$ cat config.mk
export PLATFORM = sky130hd
export DESIGN_NAME = peripheral_software_reset_ctrl
export DESIGN_NICKNAME = d
export VERILOG_FILES = /design/src/hdl/periph_reset_pkg.sv /design/src/hdl/masked_reset_word.sv /design/src/hdl/reset_read_port.sv /design/src/hdl/peripheral_software_reset_ctrl.sv
export SDC_FILE = /design/constraint.sdc
export NUM_CORES = 1
export LEC_CHECK = 0
export BUFFER_PORTS_ARGS = -buffer_cell sky130_fd_sc_hd__buf_2
export CAP_MARGIN = 20
export CORE_ASPECT_RATIO = 0.8
export CORE_MARGIN = 8
export CORE_UTILIZATION = 32
export DETAILED_ROUTE_END_ITERATION = 10
export GPL_TIMING_DRIVEN = 0
export HOLD_SLACK_MARGIN = 0.1
export PLACE_DENSITY_LB_ADDON = 0.25
export SLEW_MARGIN = 20
export SYNTH_ARGS = -nofsm -noshare
export SYNTH_HDL_FRONTEND = slang
export SYNTH_SLANG_ARGS = --single-unit
$ cat constraint.sdc
create_clock -name clock -period 1.5 [get_ports clock]
set_input_delay 0 -clock clock [delete_from_list [all_inputs] [get_ports clock]]
set_output_delay 0 -clock clock [all_outputs]
set_load 0.02 [all_outputs]
$ cat src/hdl/periph_reset_pkg.sv
// Constants for the peripheral software reset control block.
// Assumes a single system clock and a plain register port with 32-bit data.
`default_nettype none

package periph_reset_pkg;

  // ==========================================================================
  // Bus geometry
  localparam int ADDR_WIDTH = 12;
  localparam int DATA_WIDTH = 32;

  // ==========================================================================
  // Register offsets
  localparam logic [11:0] PERIPH_RESET_CTRL_A_OFFSET = 12'h040;
  localparam logic [11:0] PERIPH_RESET_CTRL_B_OFFSET = 12'h044;

  // ==========================================================================
  // Reset values
  localparam logic [31:0] PERIPH_RESET_CTRL_A_RESET = 32'h0000_0000;
  localparam logic [31:0] PERIPH_RESET_CTRL_B_RESET = 32'h0000_0000;
  localparam logic [31:0] READ_IDLE_VALUE = 32'h0000_0000;

  // ==========================================================================
  // Field positions, first register
  localparam int PWM_RESET_BIT = 20;
  localparam int ADC_ZERO_RESET_BIT = 16;
  localparam int SLEEP_UNIT_RESET_BIT = 6;
  localparam int WATCHDOG_RESET_BIT = 3;

  // ==========================================================================
  // Field positions, second register
  localparam int ANALOG_CMP_LSB = 24;
  localparam int ANALOG_CMP_COUNT = 3;
  localparam int GP_COUNTER_LSB = 16;
  localparam int GP_COUNTER_COUNT = 4;
  localparam int TWO_WIRE_ONE_RESET_BIT = 14;
  localparam int TWO_WIRE_ZERO_RESET_BIT = 12;
  localparam int QUAD_ENCODER_LSB = 8;
  localparam int QUAD_ENCODER_COUNT = 2;
  localparam int SYNC_SERIAL_LSB = 4;
  localparam int SYNC_SERIAL_COUNT = 2;
  localparam int ASYNC_SERIAL_LSB = 0;
  localparam int ASYNC_SERIAL_COUNT = 3;

  // ==========================================================================
  // Implemented (writable) bits; all others are reserved and read zero
  localparam logic [31:0] PERIPH_RESET_CTRL_A_WRITABLE = 32'h0011_0048;
  localparam logic [31:0] PERIPH_RESET_CTRL_B_WRITABLE = 32'h070f_5337;

endpackage

`default_nettype wire

$ cat src/hdl/masked_reset_word.sv
// One software reset word with per-bit write masking.
// Assumes capability bits come from logic on the same clock.
`default_nettype none

module masked_reset_word #(
  parameter int WIDTH = 32,
  parameter logic [31:0] WRITABLE = 32'h0000_0000,
  parameter logic [31:0] RESET_VALUE = 32'h0000_0000
) (
  input wire logic clock,
  input wire logic sys_rst,
  input wire logic write_hit,
  input wire logic [WIDTH-1:0] write_data,
  input wire logic [WIDTH-1:0] capability,
  output logic [WIDTH-1:0] value
);

  if (WIDTH < 1 || WIDTH > 32)
  begin : g_bad_width
    $error("masked_reset_word: WIDTH must be 1 to 32");
  end

  // ==========================================================================
  // Per-bit storage
  for (genvar i = 0; i < WIDTH; i++)
  begin : g_bit
    if (WRITABLE[i])
    begin : g_live
      logic held;
      wire bit_write = write_hit & capability[i];
      always_ff @(posedge clock)
      begin
        if (sys_rst)
          held <= RESET_VALUE[i];
        else if (bit_write)
          held <= write_data[i];
      end
      assign value[i] = held;
    end
    else
    begin : g_reserved
      assign value[i] = 1'b0;
    end
  end

endmodule

`default_nettype wire

$ cat src/hdl/reset_read_port.sv
// Registered read data path for the two reset words.
// Assumes read strobes are single cycles; data stands one cycle only.
`default_nettype none

module reset_read_port (
  input wire logic clock,
  input wire logic sys_rst,
  input wire logic read_strobe,
  input wire logic hit_a,
  input wire logic hit_b,
  input wire logic [31:0] word_a,
  input wire logic [31:0] word_b,
  output logic [31:0] read_data
);

  // ==========================================================================
  // Selection
  wire [31:0] selected = hit_a ? word_a :
                         hit_b ? word_b :
                         periph_reset_pkg::READ_IDLE_VALUE;
  wire [31:0] next_read_data = read_strobe ? selected : periph_reset_pkg::READ_IDLE_VALUE;

  // ==========================================================================
  // Output register
  always_ff @(posedge clock)
  begin
    if (sys_rst)
      read_data <= periph_reset_pkg::READ_IDLE_VALUE;
    else
      read_data <= next_read_data;
  end

endmodule

`default_nettype wire

$ cat src/hdl/peripheral_software_reset_ctrl.sv
// Software reset control for the on-chip peripherals: two reset words.
// Assumes one system clock, a plain register port, and capability masks
// supplied by the capability registers on the same clock.
//
// How it works
// - A write changes a reset bit only where its capability bit is set.
// - First reset word at offset 0x040, read/write, resets to zero.
// - Second reset word at offset 0x044, read/write, resets to zero.
// - First word bit 20 resets the pulse-width modulation module.
// - First word bit 16 resets converter module 0.
// - First word bit 6 resets the hibernation module.
// - First word bit 3 resets the watchdog unit.
// - Second word bits 26..24 reset analog comparators 2..0.
// - Second word bits 19..16 reset general-purpose timers 3..0.
// - Second word bit 14 resets two-wire unit 1, bit 12 unit 0.
// - Second word bits 9 and 8 reset quadrature encoders 1 and 0.
// - Second word bits 5 and 4 reset synchronous serial units 1 and 0.
// - Second word bits 2..0 reset asynchronous serial units 2..0.
// - Unassigned bits of both words are read-only and read zero.
`default_nettype none

module peripheral_software_reset_ctrl (
  input wire logic clock,
  input wire logic sys_rst,
  input wire logic [periph_reset_pkg::ADDR_WIDTH-1:0] reg_addr,
  input wire logic [periph_reset_pkg::DATA_WIDTH-1:0] reg_wdata,
  input wire logic reg_write,
  input wire logic reg_read,
  output logic [periph_reset_pkg::DATA_WIDTH-1:0] reg_rdata,
  input wire logic [periph_reset_pkg::DATA_WIDTH-1:0] capability_mask_a,
  input wire logic [periph_reset_pkg::DATA_WIDTH-1:0] capability_mask_b,
  output logic pwm_reset,
  output logic adc_zero_reset,
  output logic sleep_unit_reset,
  output logic watchdog_reset_bit,
  output logic analog_cmp_zero_reset,
  output logic analog_cmp_one_reset,
  output logic analog_cmp_two_reset,
  output logic gp_counter_zero_reset,
  output logic gp_counter_one_reset,
  output logic gp_counter_two_reset,
  output logic gp_counter_three_reset,
  output logic two_wire_zero_reset,
  output logic two_wire_one_reset,
  output logic quad_encoder_zero_reset,
  output logic quad_encoder_one_reset,
  output logic sync_serial_zero_reset,
  output logic sync_serial_one_reset,
  output logic async_serial_zero_reset,
  output logic async_serial_one_reset,
  output logic async_serial_two_reset
);

  // ==========================================================================
  // Address decode
  wire [11:0] word_addr = reg_addr[11:0];
  wire hit_a = (word_addr == periph_reset_pkg::PERIPH_RESET_CTRL_A_OFFSET);
  wire hit_b = (word_addr == periph_reset_pkg::PERIPH_RESET_CTRL_B_OFFSET);
  wire write_a = reg_write & hit_a;
  wire write_b = reg_write & hit_b;

  // ==========================================================================
  // Reset words
  logic [31:0] periph_reset_ctrl_a;
  logic [31:0] periph_reset_ctrl_b;

  masked_reset_word #(
    .WIDTH(32),
    .WRITABLE(periph_reset_pkg::PERIPH_RESET_CTRL_A_WRITABLE),
    .RESET_VALUE(periph_reset_pkg::PERIPH_RESET_CTRL_A_RESET)
  ) u_word_a (
    .clock(clock),
    .sys_rst(sys_rst),
    .write_hit(write_a),
    .write_data(reg_wdata),
    .capability(capability_mask_a),
    .value(periph_reset_ctrl_a)
  );

  masked_reset_word #(
    .WIDTH(32),
    .WRITABLE(periph_reset_pkg::PERIPH_RESET_CTRL_B_WRITABLE),
    .RESET_VALUE(periph_reset_pkg::PERIPH_RESET_CTRL_B_RESET)
  ) u_word_b (
    .clock(clock),
    .sys_rst(sys_rst),
    .write_hit(write_b),
    .write_data(reg_wdata),
    .capability(capability_mask_b),
    .value(periph_reset_ctrl_b)
  );

  // ==========================================================================
  // Read back
  // unmapped and reserved read zero
  reset_read_port u_read (
    .clock(clock),
    .sys_rst(sys_rst),
    .read_strobe(reg_read),
    .hit_a(hit_a),
    .hit_b(hit_b),
    .word_a(periph_reset_ctrl_a),
    .word_b(periph_reset_ctrl_b),
    .read_data(reg_rdata)
  );

  // ==========================================================================
  // Reset lines, first word (bits held in flip-flops)
  // level held reset
  assign pwm_reset = periph_reset_ctrl_a[periph_reset_pkg::PWM_RESET_BIT];
  assign adc_zero_reset = periph_reset_ctrl_a[periph_reset_pkg::ADC_ZERO_RESET_BIT];
  assign sleep_unit_reset = periph_reset_ctrl_a[periph_reset_pkg::SLEEP_UNIT_RESET_BIT];
  assign watchdog_reset_bit = periph_reset_ctrl_a[periph_reset_pkg::WATCHDOG_RESET_BIT];

  // ==========================================================================
  // Reset lines, second word
  localparam int CMP = periph_reset_pkg::ANALOG_CMP_LSB;
  localparam int CNT = periph_reset_pkg::GP_COUNTER_LSB;
  localparam int QE = periph_reset_pkg::QUAD_ENCODER_LSB;
  localparam int SS = periph_reset_pkg::SYNC_SERIAL_LSB;
  localparam int AS = periph_reset_pkg::ASYNC_SERIAL_LSB;

  assign analog_cmp_zero_reset = periph_reset_ctrl_b[CMP];
  assign analog_cmp_one_reset = periph_reset_ctrl_b[CMP + 1];
  assign analog_cmp_two_reset = periph_reset_ctrl_b[CMP + 2];
  assign gp_counter_zero_reset = periph_reset_ctrl_b[CNT];
  assign gp_counter_one_reset = periph_reset_ctrl_b[CNT + 1];
  assign gp_counter_two_reset = periph_reset_ctrl_b[CNT + 2];
  assign gp_counter_three_reset = periph_reset_ctrl_b[CNT + 3];
  assign two_wire_zero_reset = periph_reset_ctrl_b[periph_reset_pkg::TWO_WIRE_ZERO_RESET_BIT];
  assign two_wire_one_reset = periph_reset_ctrl_b[periph_reset_pkg::TWO_WIRE_ONE_RESET_BIT];
  assign quad_encoder_zero_reset = periph_reset_ctrl_b[QE];
  assign quad_encoder_one_reset = periph_reset_ctrl_b[QE + 1];
  assign sync_serial_zero_reset = periph_reset_ctrl_b[SS];
  assign sync_serial_one_reset = periph_reset_ctrl_b[SS + 1];
  assign async_serial_zero_reset = periph_reset_ctrl_b[AS];
  assign async_serial_one_reset = periph_reset_ctrl_b[AS + 1];
  assign async_serial_two_reset = periph_reset_ctrl_b[AS + 2];

endmodule

`default_nettype wire

== Yosys cells after proc, flatten, opt, wreduce, memory -nomap -nowiden ==
Index checks and enable logic that the tools add are counted.

* Bits in latches: 0
* Output and inout bits: 52
* Memory bits (writable): 0
* Register bits: 52
* Memories: 0
* Memory bits (read-only): 0
* Word-level logic and storage cells: 54

* Order comparisons: 0
* Multiplexer cells: 2
* Reduce and logical (&&, ||, !) cells: 3
* Add/sub/neg operators: 0
* Divide/modulo/power cells: 0
* Shift operators: 0
* Bitwise gates (word level): 24
* Equality and inequality tests: 2
* Multiply operators: 0

{| class="wikitable"
|+ Operators with widths
! cell !! count
|-
| == test 12 x 7 -> 1 bit (second input constant) || 2
|-
| bitwise AND 1 bit || 22
|-
| 2-to-1 mux 21 bit || 1
|-
| 2-to-1 mux 20 bit || 1
|-
| OR reduction 4 bit || 1
|-
| OR reduction 3 bit || 1
|-
| NOT 1 bit || 2
|-
| OR reduction 2 bit || 1
|}

== Longest topological paths before layout ==
Gate-level depths: netlist of the first run.

* Word-level depth: 3
* Depth in mapped cells: 6

== By module ==
Synthesis of the first run repeated with hierarchy kept, for this count alone.

* Cell total of the unflattened synthesis: 303
* Area, all modules: 2725.1 um^2

{| class="wikitable"
|+ By module, submodules not included
! module !! area an instance (um^2) !! instances !! cells an instance !! sequential area each (um^2)
|-
| reset_read_port || 1260.0 || 1 || 142 || 640.6
|-
| masked_reset_word (u_word_b) || 960.9 || 1 || 102 || 320.3
|-
| masked_reset_word (u_word_a) || 419.2 || 1 || 50 || 80.1
|-
| peripheral_software_reset_ctrl || 85.1 || 1 || 9 || 0.0
|}

== Worst setup path before layout of the first run ==
No wires, ideal clock.

* Kind: input -> register
* Start point: in reg_addr[5] (netlist bit)
* End point: reg u_read.read_data[0]
* Setup slack: -84 ps
* Path buffers: 2
* Stages: 6
* Data required time: 1441 ps
* Arrival time: 1524 ps
* Library setup time: 59 ps
* Path through: or4_4 -> buf_6 -> or2_4 -> nor4_4 -> buf_6 -> and2_1

* Cells in the longest elaborated chain, start to end: 3

{| class="wikitable"
|+ RTL lines
! what !! RTL line !! text
|-
| start: declaration || peripheral_software_reset_ctrl.sv:25 || <nowiki>input wire logic [periph_reset_pkg::ADDR_WIDTH-1:0] reg_addr,</nowiki>
|-
| == test 12 x 7 -> 1 bit || peripheral_software_reset_ctrl.sv:58 || <nowiki>wire hit_b = (word_addr == periph_reset_pkg::PERIPH_RESET_CTRL_B_OFFSET);</nowiki>
|-
| NOT 1 bit (no source line) || - ||
|-
| OR reduction 4 bit (no source line) * || - ||
|-
| end signal: assignment || reset_read_port.sv:28 || <nowiki>read_data <= periph_reset_pkg::READ_IDLE_VALUE;</nowiki>
|-
| end signal: assignment || reset_read_port.sv:30 || <nowiki>read_data <= next_read_data;</nowiki>
|-
| end: declaration || reset_read_port.sv:13 || <nowiki>output logic [31:0] read_data</nowiki>
|}

Every way passes the cells marked *; elsewhere a longest branch is shown, timed or not.
A chain may end at the register's enable or synchronous reset.

== Final worst setup path of the first run ==
* Start point: in reg_addr[5] (netlist bit)
* End point: reg u_read.read_data[12]

The elaborated chain is that of the path after synthesis.

==> results of run 1 <==
## logic make-up after synthesis
group | synth area share [%]
buffers and inverters | 9.74
and+or+nand+nor | 22.9
other | 0.235
AOI/OAI and AO/OA | 15.6
muxes | 2.51
DFF | 49.0
## flip-flops by register name, indices dropped and copies added, names as in the netlist
signal / cells
u_word_a.g_bit.g_live.held: 4
u_read.read_data: 19
u_word_b.g_bit.g_live.held: 16
## metal layers
layer | global-route usage [%] | share of wire [%] | vias up
met5 | 0 | 0 | -
met4 | 4.98 | 1.0 | 0
met3 | 4.43 | 9.3 | 5
met2 | 23.4 | 49 | 59
met1 | 14.7 | 40 | 717
li1 | - | - | 814
## cell type report
class                   count  area share, %
well taps                  62           2.87
flip-flops and latches     39           28.9
multi-input cells         105           26.3
plain buffers              22           6.15
clock inverters             3           1.62
repair buffers            133           31.5
clock buffers               5           2.54
inverters                   1          0.139
## through the flow
step / instances / setup slack (ps) / total power [W] / setup TNS [ps]
finish: 370 / 37.7 / 0.00215 / 0
floorplan: 167 / -83.7 / 0.00114 / -837
global placement: 322 / -388 / 0.00122 / -10800
CTS: 367 / 27.9 / 0.00217 / 0
detailed placement: 322 / -417 / 0.00122 / -11480
global route: 370 / 6.07 / 0.00225 / 0
## timing repair
action | in CTS | in global routing
pin swaps | 1 | 2
setup endpoints to repair | 20 | 19
endpoints found under the hold margin | 20 | 0
resized for setup | 1 | 3
hold buffers | 35 | 0
buffers inserted | 2 | 3
## power by group through the flow
stage,combinational [W],clock (W),sequential (W)
2_1_floorplan,0.0000809,0,0.00106
3_3_place_gp,0.000165,0,0.00106
3_5_place_dp,0.000166,0,0.00106
4_1_cts,0.000238,0.000897,0.00103
5_1_grt,0.000263,0.000955,0.00103
6_report,0.000244,0.000875,0.00103
## worst max-delay path, delay by kind of cell
family / cells / cell delay (ps)
simple gates: 4 / 1270
buf+inv: 3 / 420
## worst min-delay path by stage
stage	endpoint	depth (start not counted)
2_1_floorplan	u_word_a.g_bit[16].g_live.held	2
3_3_place_gp	u_word_a.g_bit[20].g_live.held	3
3_5_place_dp	u_word_a.g_bit[20].g_live.held	3
4_1_cts	u_read.read_data[6]	3
5_1_grt	u_read.read_data[20]	3
6_report	u_word_a.g_bit[3].g_live.held	5
## layout by cell type, fill, tap and decap left out, drive strengths merged
master         n
dfxtp         39
dlygate4sd3   35
inv            1
nand3         16
and2          18
conb          13
nand3b         4
a22o           1
a21oi         16
or4b           1
nand2          1
nor2           4
clkinv         2
buf          117
a21bo         16
or4            1
or2            1
clkbuf         8
nand2b         1
or3            1
mux2i          4
nor4           7
bufinv         1
==> metrics.cfg, run 1 <==
[timing]
slew_headroom_pct = 64.7
drv_slew = 0
finalSetupViolations = 0
hold-worst-slack_ps = 144
max_slew.worst_pin.slew_ps = 529
final_period_minus_worst_setup_slack_ps = 1460
fmax_mhz = 684
timing.clock.skew_ps = 7.64
hold_violations = 0
layout_worst_path_cycle_share_pct = 97.5
setup_repair_after_global_routing_missed_its_margin = no

[critical_path]
critPathMaxFanout = 10
cp_peak_stage_delay_ps = 520
criticalPathCategory = input port to flip-flop
crit_path_start_kind = input port
worstReg2RegStart = u_word_b.g_bit[24].g_live.held
timing.critical_path.slowest_stage_cell = sky130_fd_sc_hd__or4_4
cp_data_required_time_ps = 1730
source_of_the_critical_timing_path = reg_addr[5]
setup_slack_of_the_most_critical_reg_to_reg_path_ps = 750
crit_path_cell_trace = buf_2, or4_4, buf_6, or2_4, nor4_4, buf_6, and2_1
reg2regPathDepth = 2
worst_setup_path_end_kind = flip-flop
worst_ep_arrival_time_ps = 1690
setup.worst_path.end = u_read.read_data[12]
r2r-end = u_word_b.g_bit[24].g_live.held
cpMostUsedCell = sky130_fd_sc_hd__buf_6

[cts]
root_buffer = sky130_fd_sc_hd__clkbuf_8
cts.path.max_buffers = 2
clock_tree_from_tritoncts = built
cts.sink_count = 39
clkTransAtPathRegs_ps = 80
cts_made_buffers = 5
worst_skew_pair.late_latency_ps = 290
ctsHtreeMaxLevel = 2

[global_routing]
overflow = 0
grt_pass1_wl_um = 7890
pin_count_of_the_biggest_net_entering_global_routing = 14
globalRouteTotalUtil_pct = 13.4
first_global_vias = 1643
grt_antenna_before_repair = 0

[power]
net-switching-power_w = 0.000481
max-vdd-ir-drop_mv = 0.400
seqPwrFrac_pct = 48.0
p_int_w = 0.00167
p_leak_nw = 1.33
power_switching_share_pct = 22.4
power.clock.fraction_pct = 40.6
comb_power_share_pct = 11.3
power.density_mw_per_mm2 = 796

[logic_synthesis]
synth_common_cells = 39 x sky130_fd_sc_hd__dfxtp_1, 18 x sky130_fd_sc_hd__and2_1, 16 x sky130_fd_sc_hd__a21bo_2, 16 x sky130_fd_sc_hd__a21oi_1, 16 x sky130_fd_sc_hd__nand3_1
synth.area.top_cells = sky130_fd_sc_hd__dfxtp_1 49%, sky130_fd_sc_hd__a21bo_2 10%, sky130_fd_sc_hd__and2_1 7.1%
synth-main-ff-cell = sky130_fd_sc_hd__dfxtp_1
async_flop_share_pct = 0
netlist_area_mm2 = 0.00159
synth_largest_type_area_fraction_pct = 49.0
yosys_register_bits = 39
synth_edf_count = 0
synth.largest_area_cell = sky130_fd_sc_hd__dfxtp_1
synthMostInstantiatedCell = sky130_fd_sc_hd__dfxtp_1
yosysSeqAreaShare_pct = 49.0
syn_avg_cell_area_um2 = 10.3
synthesis.instances = 155
ys_types = 24
synth_warnings = 0

[cells_and_area]
sequential_cell_area_um2 = 781
multi_input_logic_area_um2 = 711
antenna_cells_inserted = 0
nFillCells = 454
layout-drive-gt1-share_pct = 47.4
stdcell_area_mm2 = 0.00271
fin_nets = 419
growth_of_design_area_from_synthesis_to_finish_pct = 69.8
utilization_pct = 55.3

[floorplan]
design.core.area_mm2 = 0.00489
io_pins = 164
initial_util_pct = 32.6
die_area_mm2 = 0.00751
rows = 23
fp.dieW_um = 94.9
die_h_um = 79.1

[detailed_routing]
wirelength_um = 5090
dr.pass1.iters = 4
routed_via_density = 4.31
final_antenna_net_count = 0
detail_route.drc_violations = 0
total_via_count_in_the_routed_design = 1595
avgRoutedWirePerCell_um = 13.8
drt-initial-drc-count = 32

[worst_hold_path]
worst_hold_startpoint = capability_mask_a[3]
hold_path.class = input port to flip-flop

[outcome]
outcome = finished clean

[place]
gp_congestion = 0.756
hpwlAfterDp_um = 3680
port-buffer-count = 93
post_dp_cell_area_mm2 = 0.00219

[run]
cap_viol_max_count = 0

Power figures use the tool's default switching activity.
==> run 2: changes to the inputs <==
RECOVER_POWER = 50   (was not set)
==> run 2 against run 1 <==
Via count about the same; fmax shrank 0.16%; clock-buffer cell count is the same; sequential cell count is the same; critical path type unchanged; largest cell class unchanged.
==> metrics.cfg, run 2 (same netlist as run 1, synthesis figures left out) <==
[cells_and_area]
layout-drive-gt1-share_pct = 35.1
layout.cells.most_common = sky130_fd_sc_hd__buf_2
fin_nets = 419
multi_input_logic_area_um2 = 711
antenna_cells_inserted = 0
largest_register_ffs = 19
nFillCells = 481
growth_of_design_area_from_synthesis_to_finish_pct = 66.8
top_regs = u_read.read_data x19, u_word_b.g_bit.g_live.held x16, u_word_a.g_bit.g_live.held x4
final_cell_mix = 56 x sky130_fd_sc_hd__buf_2, 41 x sky130_fd_sc_hd__clkbuf_1, 39 x sky130_fd_sc_hd__dfxtp_1, 35 x sky130_fd_sc_hd__dlygate4sd3_1, 19 x sky130_fd_sc_hd__buf_4
sequential_cell_area_um2 = 781
utilization_pct = 54.3
largest-register = u_read.read_data

[floorplan]
io_pins = 164
initial_util_pct = 32.6
die_area_mm2 = 0.00751
design.core.area_mm2 = 0.00489
rows = 23
fp.dieW_um = 94.9
die_h_um = 79.1

[detailed_routing]
final_antenna_net_count = 0
drt-initial-drc-count = 17
dr.pass1.iters = 4
total_via_count_in_the_routed_design = 1596
wirelength_um = 5100
maxUsedRoutingLayer = met4
routed_via_density = 4.31
drt-met1-wl_um = 2100
avgRoutedWirePerCell_um = 13.8
detail_route.drc_violations = 0
met3WireLength_um = 441
wl_met2_um = 2510

[cts]
root_buffer = sky130_fd_sc_hd__clkbuf_8
ctsHtreeMaxLevel = 2
clkTransAtPathRegs_ps = 80
worst_skew_pair.late_latency_ps = 290
cts.path.max_buffers = 2
clock_tree_from_tritoncts = built
cts.sink_count = 39
cts_made_buffers = 5

[global_routing]
pin_count_of_the_biggest_net_entering_global_routing = 14
globalRouteTotalUtil_pct = 13.4
first_global_vias = 1643
grt_pass1_wl_um = 7890
overflow = 0
grt_antenna_before_repair = 0

[timing]
fmax_mhz = 683
finalSetupViolations = 0
setup_repair_after_global_routing_missed_its_margin = no
timing.clock.skew_ps = 8.84
drv_slew = 0
layout_worst_path_cycle_share_pct = 97.6
max_slew.worst_pin.slew_ps = 529
slew_headroom_pct = 64.7
final.setup.tns_ps = 0
hold-worst-slack_ps = 144
final_period_minus_worst_setup_slack_ps = 1460
hold_violations = 0

[worst_hold_path]
hold_path.class = input port to flip-flop
worst_hold_startpoint = capability_mask_a[3]
worstHoldEndpoint = u_word_a.g_bit[3].g_live.held
worst_hold_path.num_cells = 5

[power]
comb_power_share_pct = 11.3
p_int_w = 0.00167
p_leak_nw = 1.16
max-vdd-ir-drop_mv = 0.400
power.density_mw_per_mm2 = 808
power.clock.fraction_pct = 40.5
power_switching_share_pct = 22.2
net-switching-power_w = 0.000477
seqPwrFrac_pct = 48.1

[run]
cap_viol_max_count = 0

[critical_path]
worst_setup_path_end_kind = flip-flop
source_of_the_critical_timing_path = reg_addr[5]
worst_ep_arrival_time_ps = 1690
crit_path_start_kind = input port
r2r-end = u_word_b.g_bit[9].g_live.held
cpMostUsedCell = sky130_fd_sc_hd__buf_6
cp_data_required_time_ps = 1730
setup_slack_of_the_most_critical_reg_to_reg_path_ps = 750
critPathMaxFanout = 10
cp_peak_stage_delay_ps = 520
reg2regPathDepth = 2
timing.critical_path.slowest_stage_cell = sky130_fd_sc_hd__or4_4
criticalPathCategory = input port to flip-flop
crit_path_cell_trace = buf_2, or4_4, buf_6, or2_4, nor4_4, buf_6, and2_1
worstReg2RegStart = u_word_b.g_bit[9].g_live.held

[place]
port-buffer-count = 93
hpwlAfterDp_um = 3680
gp_congestion = 0.756

[outcome]
outcome = finished clean

## run 2: changes by cell type in the layout (fill, tap and decap cells not counted)
cell | before | now
sky130_fd_sc_hd__clkbuf_1 | 3 | 41
sky130_fd_sc_hd__buf_2 | 94 | 56
## run 2: area by class of cell
cell class,instances,share of cell area (%)
Buffer,22,6.26
Clock buffer,5,2.59
Clock inverter,3,1.65
Inverter,1,0.141
Multi-Input combinational cell,105,26.7
Sequential cell,39,29.4
Tap cell,62,2.92
Timing Repair Buffer,133,30.3
## run 2: critical path, delay by kind of cell
family | cells | cell delay (ps)
and+or+nand+nor | 4 | 1260
buffers and inverters | 3 | 430
## run 2: layer usage
| metal | global-route usage (%) | vias to the layer above |
|---|---|---|
| met4 | 4.98 | 0 |
| met2 | 23.4 | 58 |
| met5 | 0 | - |
| li1 | - | 815 |
| met1 | 14.7 | 718 |
| met3 | 4.43 | 5 |
## run 2: how the worst max path moves through the flow
stage / to / slack [ps] / cells past startpoint
after floorplan: u_read.read_data[0] / -80 / 6
after global placement: u_read.read_data[24] / -390 / 7
after detailed placement: u_read.read_data[25] / -420 / 7
after CTS: u_word_b.g_bit[12].g_live.held / 30 / 7
after global routing: u_read.read_data[12] / 6 / 7
final: u_read.read_data[12] / 40 / 7
## run 2: what timing repair did
item / 4_1_cts / 5_1_grt
hold buffers: 35 / 0
setup endpoints to repair: 20 / 19
setup buffers: 2 / 3
resized for setup: 1 / 3
endpoints found under the hold margin: 20 / 0
pin swaps: 1 / 2
## run 2: power groups by stage
stage          clock, W  sequential [W]  combinational [W]
3_3_place_gp          0         0.00106           0.000165
2_1_floorplan         0         0.00106          0.0000809
5_1_grt        0.000955         0.00103           0.000263
3_5_place_dp          0         0.00106           0.000166
6_report       0.000870         0.00103           0.000244
4_1_cts        0.000897         0.00103           0.000238
## run 2: metrics by stage
stage	area [um2]	cells	worst slack, ps	power, W
global placement	2190	322	-388	0.00122
CTS	2670	367	27.9	0.00217
floorplan	1640	167	-83.7	0.00114
global route	2660	370	6.07	0.00225
finish	2660	370	35.4	0.00215
detailed placement	2190	322	-417	0.00122
